$ cat src/rtl/dlsp_consts.vh
// constants for the converter serial data port
`ifndef DLSP_CONSTS_VH
`define DLSP_CONSTS_VH
`define DLSP_WORD_W        16
`define DLSP_CNT_W         5
`define DLSP_BIT_CNT_LAST  5'h0F
`define DLSP_BIT_CNT_DONE  5'h10
`define DLSP_CTRL_BIT      15
`define DLSP_RB_BIT        14
`define DLSP_ADDR_HI       13
`define DLSP_ADDR_LO       11
`define DLSP_SEL_HI        10
`define DLSP_SEL_LO        8
`define DLSP_DATA_HI       7
`define DLSP_SAMPLE_SCLKS  256
`define DLSP_ADV_STEP      16
`define DLSP_TX_IDLE       2'h0
`define DLSP_TX_FS         2'h1
`define DLSP_TX_SHIFT      2'h2
`define DLSP_RX_IDLE       1'b0
`define DLSP_RX_SHIFT      1'b1
`endif

$ cat src/rtl/dlsp_buf2.v
// two-entry buffer with registered read data
`timescale 1ns/1ps
module dlsp_buf2 #(
  parameter W = 16
) (
  input  wire         sys_clk,
  input  wire         arst_n,
  input  wire         clk_en,
  input  wire [W-1:0] in_data,
  input  wire         in_valid,
  output wire         in_ready,
  output wire [W-1:0] out_data,
  output wire         out_valid,
  input  wire         out_ready
);
  reg [W-1:0] head_reg;
  reg [W-1:0] tail_reg;
  reg [1:0]   count_reg;
  reg         in_ready_reg;
  wire        push;
  wire        pop;

  assign push      = in_valid & in_ready_reg;
  assign pop       = out_ready & (count_reg != 2'h0);
  assign in_ready  = in_ready_reg;
  assign out_data  = head_reg;
  assign out_valid = (count_reg != 2'h0);

  // head holds the oldest word, tail the second
  always @(posedge sys_clk or negedge arst_n)
  begin
    if (!arst_n)
    begin
      head_reg     <= {W{1'b0}};
      tail_reg     <= {W{1'b0}};
      count_reg    <= 2'h0;
      in_ready_reg <= 1'b1;
    end
    else if (clk_en)
    begin
      case (count_reg)
        2'h0:
        begin
          if (push)
          begin
            head_reg  <= in_data;
            count_reg <= 2'h1;
          end
        end
        2'h1:
        begin
          if (push && pop)
            head_reg <= in_data;
          else if (push)
          begin
            tail_reg     <= in_data;
            count_reg    <= 2'h2;
            in_ready_reg <= 1'b0; // full: stall the source
          end
          else if (pop)
            count_reg <= 2'h0;
        end
        2'h2:
        begin
          if (pop)
          begin
            head_reg     <= tail_reg;
            count_reg    <= 2'h1;
            in_ready_reg <= 1'b1;
          end
        end
        default:
        begin
          count_reg    <= 2'h0;
          in_ready_reg <= 1'b1;
        end
      endcase
    end
  end
endmodule

$ cat src/rtl/dlsp_top.v
// serial data port: adc unload, dac load, cascade forwarding and readback
`timescale 1ns/1ps
`include "dlsp_consts.vh"
module dlsp_top #(
  parameter SAMPLE_SCLKS = `DLSP_SAMPLE_SCLKS,
  parameter ADV_STEP     = `DLSP_ADV_STEP,
  parameter PH_W         = 8
) (
  input  wire        sys_clk,
  input  wire        arst_n,
  input  wire        clk_en,
  input  wire        sclk,
  input  wire        input_frame_sync,
  input  wire        serial_data_input,
  output wire        output_frame_sync,
  output wire        serial_data_output,
  input  wire [15:0] adc_data,
  input  wire        adc_valid,
  output wire        adc_ready,
  output wire [15:0] dac_output,
  input  wire        mixed_mode,
  input  wire [3:0]  dac_advance,
  input  wire [2:0]  device_count
);
  // pin synchronisers
  reg  [1:0]  sclk_sync_reg;
  reg  [1:0]  ifs_sync_reg;
  reg  [1:0]  sdi_sync_reg;
  reg         sclk_prev_reg;
  wire        sclk_rise;
  // sample phase and dac update
  reg  [PH_W-1:0] phase_reg;
  reg  [15:0] dac_hold_reg;
  reg  [15:0] dac_out_reg;
  reg  [3:0]  dac_cnt_reg;
  wire [PH_W-1:0] upd_phase;
  wire [3:0]  need_cnt;
  wire        upd_point;
  // receive side
  reg         rx_state_reg;
  reg  [4:0]  rx_cnt_reg;
  reg  [14:0] rx_sh_reg;
  reg  [15:0] rx_word_reg;
  reg         rx_done_reg;
  reg  [7:0]  ctrl_mem_reg [0:7];
  reg  [15:0] pend_reg;
  reg         pend_valid_reg;
  wire [2:0]  rx_addr;
  wire [2:0]  rx_sel;
  // transmit side
  reg  [1:0]  tx_state_reg;
  reg  [4:0]  tx_cnt_reg;
  reg  [15:0] tx_sh_reg;
  reg         ofs_reg;
  reg         sdo_reg;
  reg         adc_due_reg;
  wire [15:0] buf_data;
  wire        buf_valid;
  wire        buf_pop;
  wire        tx_take_pend;
  integer     i;

  // update position, pulled earlier by the advance setting
  function [PH_W-1:0] adv_phase;
    input [3:0] adv;
    reg   [31:0] back;
    begin
      back = adv * ADV_STEP;
      if (back > SAMPLE_SCLKS - 1)
        back = SAMPLE_SCLKS - 1;
      back      = SAMPLE_SCLKS - 1 - back;
      adv_phase = back[PH_W-1:0]; // phase fits PH_W by construction
    end
  endfunction

  assign sclk_rise          = sclk_sync_reg[1] & ~sclk_prev_reg;
  assign upd_phase          = adv_phase(dac_advance);
  assign need_cnt           = {1'b0, device_count} + 4'h1;
  assign upd_point          = sclk_rise && (phase_reg == upd_phase) && (dac_cnt_reg >= need_cnt);
  assign rx_addr            = rx_word_reg[`DLSP_ADDR_HI:`DLSP_ADDR_LO];
  assign rx_sel             = rx_word_reg[`DLSP_SEL_HI:`DLSP_SEL_LO];
  assign buf_pop            = sclk_rise && (tx_state_reg == `DLSP_TX_IDLE) && adc_due_reg;
  assign tx_take_pend       = sclk_rise && (tx_state_reg == `DLSP_TX_IDLE) && !adc_due_reg && pend_valid_reg;
  assign output_frame_sync  = ofs_reg;
  assign serial_data_output = sdo_reg;
  assign dac_output         = dac_out_reg;

  // adc words wait here while the port is busy
  dlsp_buf2 #(
    .W (`DLSP_WORD_W)
  ) u_buf (
    .sys_clk   (sys_clk),
    .arst_n    (arst_n),
    .clk_en    (clk_en),
    .in_data   (adc_data),
    .in_valid  (adc_valid),
    .in_ready  (adc_ready),
    .out_data  (buf_data),
    .out_valid (buf_valid),
    .out_ready (buf_pop & buf_valid)
  );

  // two-stage synchronisers, edge detect on second stage
  always @(posedge sys_clk or negedge arst_n)
  begin
    if (!arst_n)
    begin
      sclk_sync_reg <= 2'h0;
      ifs_sync_reg  <= 2'h0;
      sdi_sync_reg  <= 2'h0;
      sclk_prev_reg <= 1'b0;
    end
    else if (clk_en)
    begin
      sclk_sync_reg <= {sclk_sync_reg[0], sclk};
      ifs_sync_reg  <= {ifs_sync_reg[0], input_frame_sync};
      sdi_sync_reg  <= {sdi_sync_reg[0], serial_data_input};
      sclk_prev_reg <= sclk_sync_reg[1];
    end
  end

  // sample phase and dac update point
  always @(posedge sys_clk or negedge arst_n)
  begin
    if (!arst_n)
    begin
      phase_reg   <= {PH_W{1'b0}};
      dac_out_reg <= 16'h0000;
      dac_cnt_reg <= 4'h0;
      adc_due_reg <= 1'b0;
    end
    else if (clk_en)
    begin
      if (sclk_rise)
      begin
        if (phase_reg == SAMPLE_SCLKS - 1)
          phase_reg <= {PH_W{1'b0}};
        else
          phase_reg <= phase_reg + 1'b1;
      end
      // new sample due at wrap, on the same sclk edge as the default update
      if (sclk_rise && (phase_reg == SAMPLE_SCLKS - 1))
        adc_due_reg <= 1'b1;
      else if (buf_pop && buf_valid)
        adc_due_reg <= 1'b0;
      if (upd_point)
      begin
        dac_out_reg <= dac_hold_reg;
        dac_cnt_reg <= (rx_done_reg && !(mixed_mode && rx_word_reg[`DLSP_CTRL_BIT])) ? 4'h1 : 4'h0;
      end
      else if (rx_done_reg && !(mixed_mode && rx_word_reg[`DLSP_CTRL_BIT]) && dac_cnt_reg != 4'hF)
        dac_cnt_reg <= dac_cnt_reg + 4'h1;
    end
  end

  // receive shifter: frame sync then sixteen bits, msb first
  always @(posedge sys_clk or negedge arst_n)
  begin
    if (!arst_n)
    begin
      rx_state_reg <= `DLSP_RX_IDLE;
      rx_cnt_reg   <= 5'h00;
      rx_sh_reg    <= 15'h0000;
      rx_word_reg  <= 16'h0000;
      rx_done_reg  <= 1'b0;
    end
    else if (clk_en)
    begin
      rx_done_reg <= 1'b0;
      if (sclk_rise)
      begin
        case (rx_state_reg)
          `DLSP_RX_IDLE:
          begin
            if (ifs_sync_reg[1])
            begin
              rx_state_reg <= `DLSP_RX_SHIFT;
              rx_cnt_reg   <= 5'h00;
            end
          end
          `DLSP_RX_SHIFT:
          begin
            rx_sh_reg  <= {rx_sh_reg[13:0], sdi_sync_reg[1]};
            rx_cnt_reg <= rx_cnt_reg + 5'h01;
            if (rx_cnt_reg == `DLSP_BIT_CNT_LAST)
            begin
              rx_word_reg  <= {rx_sh_reg, sdi_sync_reg[1]};
              rx_done_reg  <= 1'b1;
              rx_state_reg <= `DLSP_RX_IDLE;
            end
          end
          default: rx_state_reg <= `DLSP_RX_IDLE;
        endcase
      end
    end
  end

  // word handling: dac data, local control, readback, forwarding
  always @(posedge sys_clk or negedge arst_n)
  begin
    if (!arst_n)
    begin
      dac_hold_reg   <= 16'h0000;
      pend_reg       <= 16'h0000;
      pend_valid_reg <= 1'b0;
      for (i = 0; i < 8; i = i + 1)
        ctrl_mem_reg[i] <= 8'h00;
    end
    else if (clk_en)
    begin
      if (tx_take_pend)
        pend_valid_reg <= 1'b0;
      if (rx_done_reg)
      begin
        if (!(mixed_mode && rx_word_reg[`DLSP_CTRL_BIT]))
          dac_hold_reg <= rx_word_reg;
        else if (rx_addr != 3'h0)
        begin
          pend_reg       <= {rx_word_reg[15:14], rx_addr - 3'h1, rx_word_reg[10:0]};
          pend_valid_reg <= 1'b1;
        end
        else if (rx_word_reg[`DLSP_RB_BIT])
        begin
          pend_reg       <= {2'h3, 3'h0, rx_sel, ctrl_mem_reg[rx_sel]};
          pend_valid_reg <= 1'b1;
        end
        else
          ctrl_mem_reg[rx_sel] <= rx_word_reg[`DLSP_DATA_HI:0];
      end
    end
  end

  // transmit: one sclk of frame sync, then sixteen bits
  always @(posedge sys_clk or negedge arst_n)
  begin
    if (!arst_n)
    begin
      tx_state_reg <= `DLSP_TX_IDLE;
      tx_cnt_reg   <= 5'h00;
      tx_sh_reg    <= 16'h0000;
      ofs_reg      <= 1'b0;
      sdo_reg      <= 1'b0;
    end
    else if (clk_en && sclk_rise)
    begin
      case (tx_state_reg)
        `DLSP_TX_IDLE:
        begin
          if (buf_pop && buf_valid)
          begin
            tx_sh_reg    <= buf_data;
            ofs_reg      <= 1'b1;
            tx_state_reg <= `DLSP_TX_FS;
          end
          else if (tx_take_pend)
          begin
            tx_sh_reg    <= pend_reg;
            ofs_reg      <= 1'b1;
            tx_state_reg <= `DLSP_TX_FS;
          end
        end
        `DLSP_TX_FS:
        begin
          ofs_reg      <= 1'b0;
          sdo_reg      <= tx_sh_reg[15];
          tx_sh_reg    <= {tx_sh_reg[14:0], 1'b0};
          tx_cnt_reg   <= 5'h01;
          tx_state_reg <= `DLSP_TX_SHIFT;
        end
        `DLSP_TX_SHIFT:
        begin
          if (tx_cnt_reg == `DLSP_BIT_CNT_DONE)
          begin
            sdo_reg      <= 1'b0;
            tx_state_reg <= `DLSP_TX_IDLE;
          end
          else
          begin
            sdo_reg    <= tx_sh_reg[15];
            tx_sh_reg  <= {tx_sh_reg[14:0], 1'b0};
            tx_cnt_reg <= tx_cnt_reg + 5'h01;
          end
        end
        default: tx_state_reg <= `DLSP_TX_IDLE;
      endcase
    end
  end
endmodule

$ cat config.mk
export PLATFORM = sky130hd
export DESIGN_NAME = dlsp_top
export DESIGN_NICKNAME = d
export VERILOG_FILES = /design/src/rtl/dlsp_buf2.v /design/src/rtl/dlsp_top.v
export VERILOG_INCLUDE_DIRS = /design/src /design/src/rtl
export SDC_FILE = /design/constraint.sdc
export NUM_CORES = 1
export LEC_CHECK = 0
export ABC_AREA = 0
export BUFFER_PORTS_ARGS = -buffer_cell sky130_fd_sc_hd__buf_2
export CAP_MARGIN = 20
export CORE_ASPECT_RATIO = 0.7
export CORE_MARGIN = 4
export CORE_UTILIZATION = 45
export CTS_CLUSTER_SIZE = 12
export DETAILED_ROUTE_END_ITERATION = 7
export PLACE_DENSITY_LB_ADDON = 0.08
export REMOVE_ABC_BUFFERS = 1
export SETUP_SLACK_MARGIN = 0.1
export SYNTH_ARGS = -nofsm -noshare
export SYNTH_HDL_FRONTEND = slang
export SYNTH_SLANG_ARGS = --single-unit
$ cat constraint.sdc
create_clock -name sys_clk -period 5.45 [get_ports sys_clk]
set_input_delay 0.2725 -clock sys_clk [delete_from_list [all_inputs] [get_ports sys_clk]]
set_output_delay 0.2725 -clock sys_clk [all_outputs]
set_load 0.02 [all_outputs]
### Word level (Yosys, flattened, before mapping)

Index checks and enable logic that the tools add are counted.

* output and inout bits: 19
* logic and storage cells: 178
* register bits after elaboration: 231
* bits of input ports: 31

* order comparisons: 4
* $add $sub $neg: 7
* muxes and demuxes: 57
* eq/ne operators: 19
* bitwise logic cells: 12
* reductions and logical operators: 46

Operator list (count)
* $mux W16: 8
* $pmux W16 S3: 2
* $bwmux W64: 1
* $mux W8: 5
* $bmux W8 S3: 1
* $demux W8 S3: 1
* $pmux W5 S2: 2
* $reduce_and A5 Y1: 4
* $mux W1: 19
* $reduce_and A3 Y1: 6
* $mux W2: 8
* $reduce_and A4 Y1: 4
* $logic_and A1 B1 Y1: 14
* $pmux W2 S3: 2
* $reduce_bool A2 Y1: 6
* $add A5 B1 Y5 const B: 2
* $mux W5: 2
* $reduce_and A2 Y1: 5
* $reduce_bool A3 Y1: 3
* $add A8 B1 Y8 const B: 1
* $eq A8 B8 Y1: 1
* $eq A8 B8 Y1 const B: 1
* $gt A8 B8 Y1 const B: 1
* $mux W4: 2
* other kinds (23): 44

### Longest topological paths before layout

Gate-level depths: netlist of run 1.

* word-level depth: 10
* gate-level depth with buffers: 9
* depth with buffers taken out: 8

### Modules after synthesis

A second synthesis of run 1 with hierarchy kept.

* cells, all modules: 788
* area, all modules: 10601.4 um^2

By module, submodules not included
* dlsp_top: cells each 679, instances 1, sequential area each 4904.7 um^2, area each 8907.3 um^2
* dlsp_buf2: cells each 109, instances 1, sequential area each 877.1 um^2, area each 1694.1 um^2

### Worst setup path after synthesis of run 1

No wires, ideal clock.

* kind: reg-to-reg
* start: register dac_cnt_reg[0]
* end: register dac_out_reg[10] (netlist: dac_output[10])
* buffers on the path: 1
* clock period less this slack: 2.376 ns
* required time: 5.325 ns
* cell stages (with the launch flop): 9
* arrival: 2.251 ns
* slack: 3.074 ns
* library setup time: 0.125 ns
* cell sequence: dfrtp_1 -> inv_1 -> ha_1 -> nand2b_1 -> a2111oi_0 -> nor4_4 -> nand2_4 -> buf_6 -> mux2_4

* longest elaborated chain between the ends: 3

Ends and longest elaborated chain
* start, declared: line dlsp_top.v:35 `reg [3:0] dac_cnt_reg;`
* start signal, assigned: line dlsp_top.v:149 `` dac_cnt_reg <= (rx_done_reg && !(mixed_mode && rx_word_reg[`DLSP_CTRL_BIT])) ? 4'h1 : 4'h0; ``
* start signal, assigned: line dlsp_top.v:152 `dac_cnt_reg <= dac_cnt_reg + 4'h1;`
* $ge A4 B4 Y1: line dlsp_top.v:79 `assign upd_point = sclk_rise && (phase_reg == upd_phase) && (dac_cnt_reg >= need_cnt);`
* $logic_and A1 B1 Y1: line dlsp_top.v:79
* $reduce_and A2 Y1 (no line)
* end signal, assigned: line dlsp_top.v:148 `dac_out_reg <= dac_hold_reg;`
* end, declared: line dlsp_top.v:34 `reg [15:0] dac_out_reg;`

No other way between the ends.
A chain may end at the register's enable or synchronous reset.

### Worst setup path after layout of run 1

* start: register rx_word_reg[11]
* end: register ctrl_mem_reg[47] (netlist name)

* longest elaborated chain between the ends: 3

Ends and longest elaborated chain
* start, declared: line dlsp_top.v:43 `reg [15:0] rx_word_reg;`
* start signal, assigned: line dlsp_top.v:187 `rx_word_reg <= {rx_sh_reg, sdi_sync_reg[1]};`
* $reduce_bool A3 Y1: line dlsp_top.v:217 `else if (rx_addr != 3'h0)`
* $not A1 Y1 (no line)
* $reduce_and A5 Y1 (no line)
* end signal, assigned by index: line dlsp_top.v:228 `` ctrl_mem_reg[rx_sel] <= rx_word_reg[`DLSP_DATA_HI:0]; ``
* end, declared: line dlsp_top.v:45 `reg [7:0] ctrl_mem_reg [0:7];`

No other way between the ends.

==> results of run 1 <==
[per-layer routing]
metal	wire (µm)	GRT usage
met1	10600	0.265
met2	9420	0.255
met3	1260	0.0389
met4	266	0.0273
met5	0	0
[through the flow]
step	std cells	hold slack, ns
2_1_floorplan	758	-0.0231
3_3_place_gp	1125	0.448
3_5_place_dp	1125	0.450
4_1_cts	1172	0.000485
5_1_grt	1173	0.00764
6_report	1173	0.0181
[report_power, final]
| part | internal [W] | total, W | switching, W |
|---|---|---|---|
| combinational | 0.000216 | 0.000470 | 0.000254 |
| clock | 0.000894 | 0.00153 | 0.000636 |
| sequential | 0.00182 | 0.00197 | 0.000144 |
| total | 0.00293 | 0.00397 | 0.00103 |
[cell families (layout without fill, tap and decap cells)]
family                     count (synthesis)  count (layout)
adders and majority gates                 19              19
buffers and inverters                     63             120
DFF                                      231             231
xor gates and xnor gates                   9               9
AOI/OAI and AO/OA                        105             105
and+or+nand+nor                          151             151
muxes                                    226             226
[area by class of cell]
| cell class | count | area (µm²) | area share |
|---|---|---|---|
| Tap cell | 312 | 390 | 0.0332 |
| Clock buffer | 35 | 713 | 0.0606 |
| Sequential cell | 231 | 5780 | 0.491 |
| Clock inverter | 2 | 10.0 | 0.000850 |
| Timing Repair Buffer | 66 | 415 | 0.0353 |
| Inverter | 17 | 63.8 | 0.00542 |
| Multi-Input combinational cell | 510 | 4400 | 0.374 |
[layout by cell type (no fill, tap or decap), types with 13 or more instances in the layout]
master and count:
dfrtp_1 230, mux2_2 153, nand2_1 81, o21ai_0 70, buf_2 48, mux2i_1 41, clkbuf_16 25, ha_1 19
inv_1 17, mux4_2 16, nand3_1 13
[final timing paths]
kind / from / endpoint / slack, ns / cells past startpoint
worst max-delay path: rx_word_reg[11]$_DFFE_PN0P_ / ctrl_mem_reg[47]$_DFFE_PN0P_ / 2.58 / 7
worst min-delay path: adc_data[5] / u_buf.tail_reg[5]$_DFFE_PN0P_ / 0.02 / 2
worst max register to register: rx_word_reg[11]$_DFFE_PN0P_ / ctrl_mem_reg[47]$_DFFE_PN0P_ / 2.58 / 7
worst min register to register: pend_reg[15]$_DFFE_PN0P_ / pend_reg[15]$_DFFE_PN0P_ / 0.47 / 1
max in group asynchronous: arst_n / rx_cnt_reg[2]$_DFFE_PN0P_ / 3.46 / 3
min in group asynchronous: arst_n / sclk_sync_reg[1]$_DFFE_PN0P_ / 0.41 / 2
[what timing repair did]
action | CTS | global route
hold buffers | 10 | 0
setup endpoints to repair | 0 | 0
hold endpoints to repair | 136 | 0
[critical path, stage by stage, from the launching register on]
cell      delay (ns)
dfrtp_1         0.42
nor2_1          0.21
ha_1            0.55
nand2b_1        0.13
nor3_1          0.20
nand2b_1        0.27
nor3b_4         0.57
mux2_2          0.41
==> summary.md, run 1 <==
| Metric | Value |
|---|---|
| Routed len/inst | approximately 18 µm |
| H-tree depth | 1 |
| Worst-Margin Slew | 1.07 ns |
| Die width | 190 µm |
| Commonest cells post-synth | dfrtp_1, mux2_2, nand2_1 |
| Final period utilization | 0.527 |
| Fill cell count | slightly below 2,000 |
| Top FF cell, synth | dfrtp_1 |
| Num CTS Buffers | 24 |
| GRT overflow | 0 |
| CTS tree | yes |
| Tmin final | about 2.9 ns |
| CP arrival | about 3.3 ns |
| Async SR Flop Fraction | 1.00 |
| Register area share after synthesis | 0.554 |
| Gpl congestion | about 0.82 |
| DR pass1 iterations | 4 |
| Ant. Diodes | 0 |
| Worst Path Max Fanout | 18 |
| Total Power | roughly 0.0040 W |
| Final Hold Fails | 0 |
| Hold/Removal Path Class | in2reg |
| Reported max-cap violation count | 0 |
| Synth top area share | 0.552 |
| Drc violations | 0 |
| Area leader, netlist | dfrtp_1 |
| Die height | approximately 140 µm |
| Floorplan row count | 46 |
| LEAKAGE | about 5.7 nW |
| RSZ-0062 raised after global routing | false |
| Endpoint class of the critical path | register |
| Postcts setup bufs | 0 |
| Placement Cell Area | approximately 11,000 µm² |
| Main combinational cell family by area after synthesis | multiplexers |
| Register bit count reported by yosys | roughly 230 |
| Vias in the first global route | 6,468 |
| DP Wirelength | 14,500 µm |
| Compound-cell area share of the yosys netlist | 0.0573 |
| CP required | 5.84 ns |
| Synth Warn # | 0 |
| Clock sinks | around 230 |
| FMAX | roughly 0.35 GHz |
| Initial antenna violation count | 0 |
| First DRT Iteration DRCs | a little under 400 |
| Post-synthesis xor/xnor area fraction | 0.00756 |
| Vias per cell | approximately 5.4 |
| Syn_area_per_cell | around 13 µm² |
| First-pass GRT wire length | about 36,000 µm |
| Io pins | 50 |
| All-Layer GR Usage | 0.172 |
| DP Worst Slack | 2.59 ns |
| Antenna Violating Nets Remaining | 0 |
| Final core occ | 0.518 |
| Worst Setup Start Kind | register |
| Max reg flops | 64 |
| Final Worst Setup Slack | approximately 2.6 ns |
| Share of cells above drive strength 1 | 0.319 |
| Post-synth EDFFs | 0 |
| CTS Buffer Depth | 3 |
| Slew Viols, Final | 0 |
| Area contributors post-synth | dfrtp_1, mux2_2, mux2i_1, mux4_2, o21ai_0 |
| Distinct cells, synth | between 50 and 60 |
| Final wirelength | 21,600 µm |
| Register clock-pin slew on the reported worst setup and hold paths | approximately 0.060 ns |
| Core Area | around 23,000 µm² |
| Port Buf Inserts | 49 |
| Final instance area | about 12,000 µm² |
| Max rail drop VDD | 0.205 mV |
| Initial core utilization | 0.459 |
| Pwr dens | 337 nW/µm² |
| Final worst clock skew | between 0.01 and 0.015 ns |
| Clk_lat worst skew | 0.51 ns |
| Synth Area in Simple Gates | 0.0743 |
| Post_cts resized | 0 |
| Post-Syn Area | 10,400 µm² |
| Post-synthesis mux area share | 0.259 |
| Setup_tns | 0 ns |
| Post-Synth Adder-Cell Area | 0.0228 |
| Area added between synthesis and finish | 12.9% |
| Status | complete, no violations |
| Root buffer cell | clkbuf_16 |
| Largest net degree at the start of global routing | 131 |
| Full die area | ~26,000 µm² |
| Via Count | between 6,000 and 7,000 |
| Post-Syn Instances | approximately 800 |
| Final setup violation count | 0 |
| Crit path kind | reg2reg |
| Most frequent cell after synthesis | dfrtp_1 |
| Slew HR | 0.284 |
| # nets final | 900 |
No activity file was read; power rests on OpenSTA's default activity.
==> run 2, diff against run 1 <==
- ABC_AREA: 0 -> 1
- clock period: 5.45 -> 2.9 ns (I/O delays scaled with it)
==> run 2 against run 1 <==
Against the previous run:
- die area up 0.88%
- maximum frequency up 32%
- total power up 98%
- clock power up 84%
- flip-flop and latch count unchanged
- final area up 2.0%
- cell count up 40%
- sequential power up 99%
- synthesized cell count up 56%
- critical path type unchanged
- critical endpoint is now tx_sh_reg[12]$_DFFE_PN0P_
==> summary.md, run 2 <==
| Metric | Value |
|---|---|
| Setup_tns | 0 ns |
| Area contributors post-synth | dfrtp_1, nand2_1, o21ai_1, inv_1, o21ai_0 |
| Num CTS Buffers | 24 |
| Commonest cells after routing, fill and taps aside | nand2_1, dfrtp_1, o21ai_1, inv_1, o21ai_0 |
| Die width | 191 µm |
| Register clock-pin slew on the reported worst setup and hold paths | 0.06 ns |
| Reg2reg path depth | 10 |
| Crit path kind | reg2reg |
| Synth Area in Simple Gates | 0.222 |
| # nets final | between 1,000 and 1,500 |
| Worst Setup Start Kind | register |
| Post-Syn Instances | 1,257 |
| CP arrival | ~2.6 ns |
| Initial core utilization | 0.461 |
| Worst-Margin Slew | slightly below 0.8 ns |
| CTS tree | yes |
| CTS Buffer Depth | 3 |
| Endpoint class of the critical path | register |
| First-pass GRT wire length | around 41,000 µm |
| Die height | between 100 and 150 µm |
| DR pass1 iterations | 5 |
| Most frequent cell after synthesis | nand2_1 |
| Core Area | 22,800 µm² |
| Commonest cells post-synth | nand2_1, dfrtp_1, o21ai_1 |
| Post-Syn Area | around 11,000 µm² |
| LEAKAGE | between 6 and 7 nW |
| M2 GR Usage | 0.257 |
| WHS Path Cells | 3 |
| Global route hottest layer | met1 |
| FMAX | between 0.4 and 0.5 GHz |
| Worst Path Max Fanout | 18 |
| GRT met3 Usage | 0.0349 |
| Initial antenna violation count | 0 |
| Post-synthesis xor/xnor area fraction | 0.00666 |
| Area added between synthesis and finish | 14.1% |
| Slew Viols, Final | 0 |
| Compound-cell area share of the yosys netlist | 0.123 |
| Final Hold Fails | 0 |
| Most common cell after layout, fill and taps aside | nand2_1 |
| Vias per cell | just under 5 |
| Pwr dens | approximately 650 nW/µm² |
| CP required | around 3.3 ns |
| Synth Warn # | 0 |
| Tmin final | around 2.2 ns |
| Gpl congestion | 0.761 |
| Share of cells above drive strength 1 | 0.112 |
| GRT overflow | 0 |
| Post-synthesis mux area share | 0.0107 |
| DP Wirelength | around 17,000 µm |
| Clk_lat worst skew | 0.51 ns |
| Io pins | 50 |
| Port Buf Inserts | approximately 50 |
| Hold/Removal Path Class | in2reg |
| Register area share after synthesis | 0.549 |
| Area leader, netlist | dfrtp_1 |
| Full die area | approximately 26,000 µm² |
| Post-synth EDFFs | 0 |
| First DRT Iteration DRCs | between 700 and 800 |
| Syn_area_per_cell | between 8 and 9 µm² |
| Distinct cells, synth | 37 |
| Max rail drop VDD | a little under 0.5 mV |
| Root buffer cell | clkbuf_16 |
| Final wirelength | 24,300 µm |
| Register bit count reported by yosys | ~230 |
| Clock sinks | about 230 |
| Final period utilization | 0.750 |
| Via Count | ~8,000 |
| RSZ-0062 raised after global routing | false |
| All-Layer GR Usage | 0.193 |
| Hold slack final | roughly 0.034 ns |
| Reported max-cap violation count | 0 |
| Final setup violation count | 0 |
| Post-Synth Adder-Cell Area | 0.0226 |
| Routed len/inst | 14.8 µm |
| Final worst clock skew | between 0.01 and 0.015 ns |
| Synth top area share | 0.547 |
| Final core occ | 0.526 |
| Largest net degree at the start of global routing | 89 |
| Main combinational cell family by area after synthesis | simple AND/OR/NAND/NOR gates |
| Drc violations | 0 |
| Met1 usage | 0.326 |
| Total Power | just under 0.008 W |
| H-tree depth | 1 |
| Async SR Flop Fraction | 1.00 |
| Vias in the first global route | about 7,700 |
| Max reg flops | 64 |
| Antenna Violating Nets Remaining | 0 |
| Top FF cell, synth | dfrtp_1 |
| Floorplan row count | 46 |
| Ant. Diodes | 0 |
| Status | complete, no violations |
| Slew HR | 0.472 |
run 2: cell types whose count changed after synthesis, moves of 17 or more:
cell,previous run,this run
nor2_1,10,50
nand2_1,81,418
mux2i_1,41,9
inv_1,17,107
or2_2,0,17
nand3_1,13,57
mux2_2,153,2
o21ai_1,1,141
run 2: where the power goes:
part,leakage (nW),switching [W],internal (W)
Sequential,3.01,0.000265,0.00365
Clock,0.344,0.00122,0.00160
Combinational,2.66,0.000695,0.000422
Total,6.01,0.00218,0.00567
run 2: stage by stage:
step | std cells | setup slack [ns] | area (µm²)
finish | 1643 | 0.724 | 12000
global route | 1643 | 0.478 | 12000
CTS | 1643 | 0.733 | 12000
detailed placement | 1587 | 0.744 | 11100
global placement | 1587 | 0.766 | 11100
floorplan | 1210 | 0.484 | 10300
run 2: final timing paths:
kind,start,slack (ns),endpoint
worst max-delay path,tx_state_reg[0]$_DFFE_PN0P_,0.72,tx_sh_reg[12]$_DFFE_PN0P_
worst min-delay path,clk_en,0.03,sdi_sync_reg[0]$_DFFE_PN0P_
worst max register to register,tx_state_reg[0]$_DFFE_PN0P_,0.72,tx_sh_reg[12]$_DFFE_PN0P_
worst min register to register,pend_reg[15]$_DFFE_PN0P_,0.45,pend_reg[15]$_DFFE_PN0P_
max in group asynchronous,arst_n,1.91,u_buf.in_ready$_DFFE_PN1P_
min in group asynchronous,arst_n,0.20,rx_cnt_reg[0]$_DFFE_PN0P_
run 2: routing by layer:
metal  share of wire  routed length, µm
met1            0.55              13300
met5               0                  0
met2            0.38               9330
met4           0.014                351
met3           0.054               1310
run 2: cells by family after synthesis:
family	Yosys count
xor+xnor	8
compound gates	247
flops	231
fa+ha+maj	19
mux	11
buf+inv	173
simple gates	568
run 2: layout make-up:
| cell class | instances | area (µm²) |
|---|---|---|
| tap | 312 | 390 |
| sequential | 231 | 5780 |
| inverter | 126 | 477 |
| timing repair buffer | 85 | 613 |
| clock buffer | 32 | 672 |
| clock inverter | 4 | 20.0 |
| multi-input combinational | 853 | 4060 |
| fill | 2187 | 10800 |
run 2: timing repair:
action,4_1_cts,5_1_grt
buffers inserted,0,0
resized for setup,0,0
endpoints found under the hold margin,118,0
hold buffers,20,0
run 2: critical path, stage by stage (launching register included):
cell and delay (ns):
dfrtp_1 0.43, inv_1 0.11, ha_1 0.28, nand3_2 0.17
nor2_4 0.06, inv_4 0.17, nand3_4 0.14, nand2_4 0.21
clkinv_2 0.27, nand2_1 0.14, nand2_1 0.06
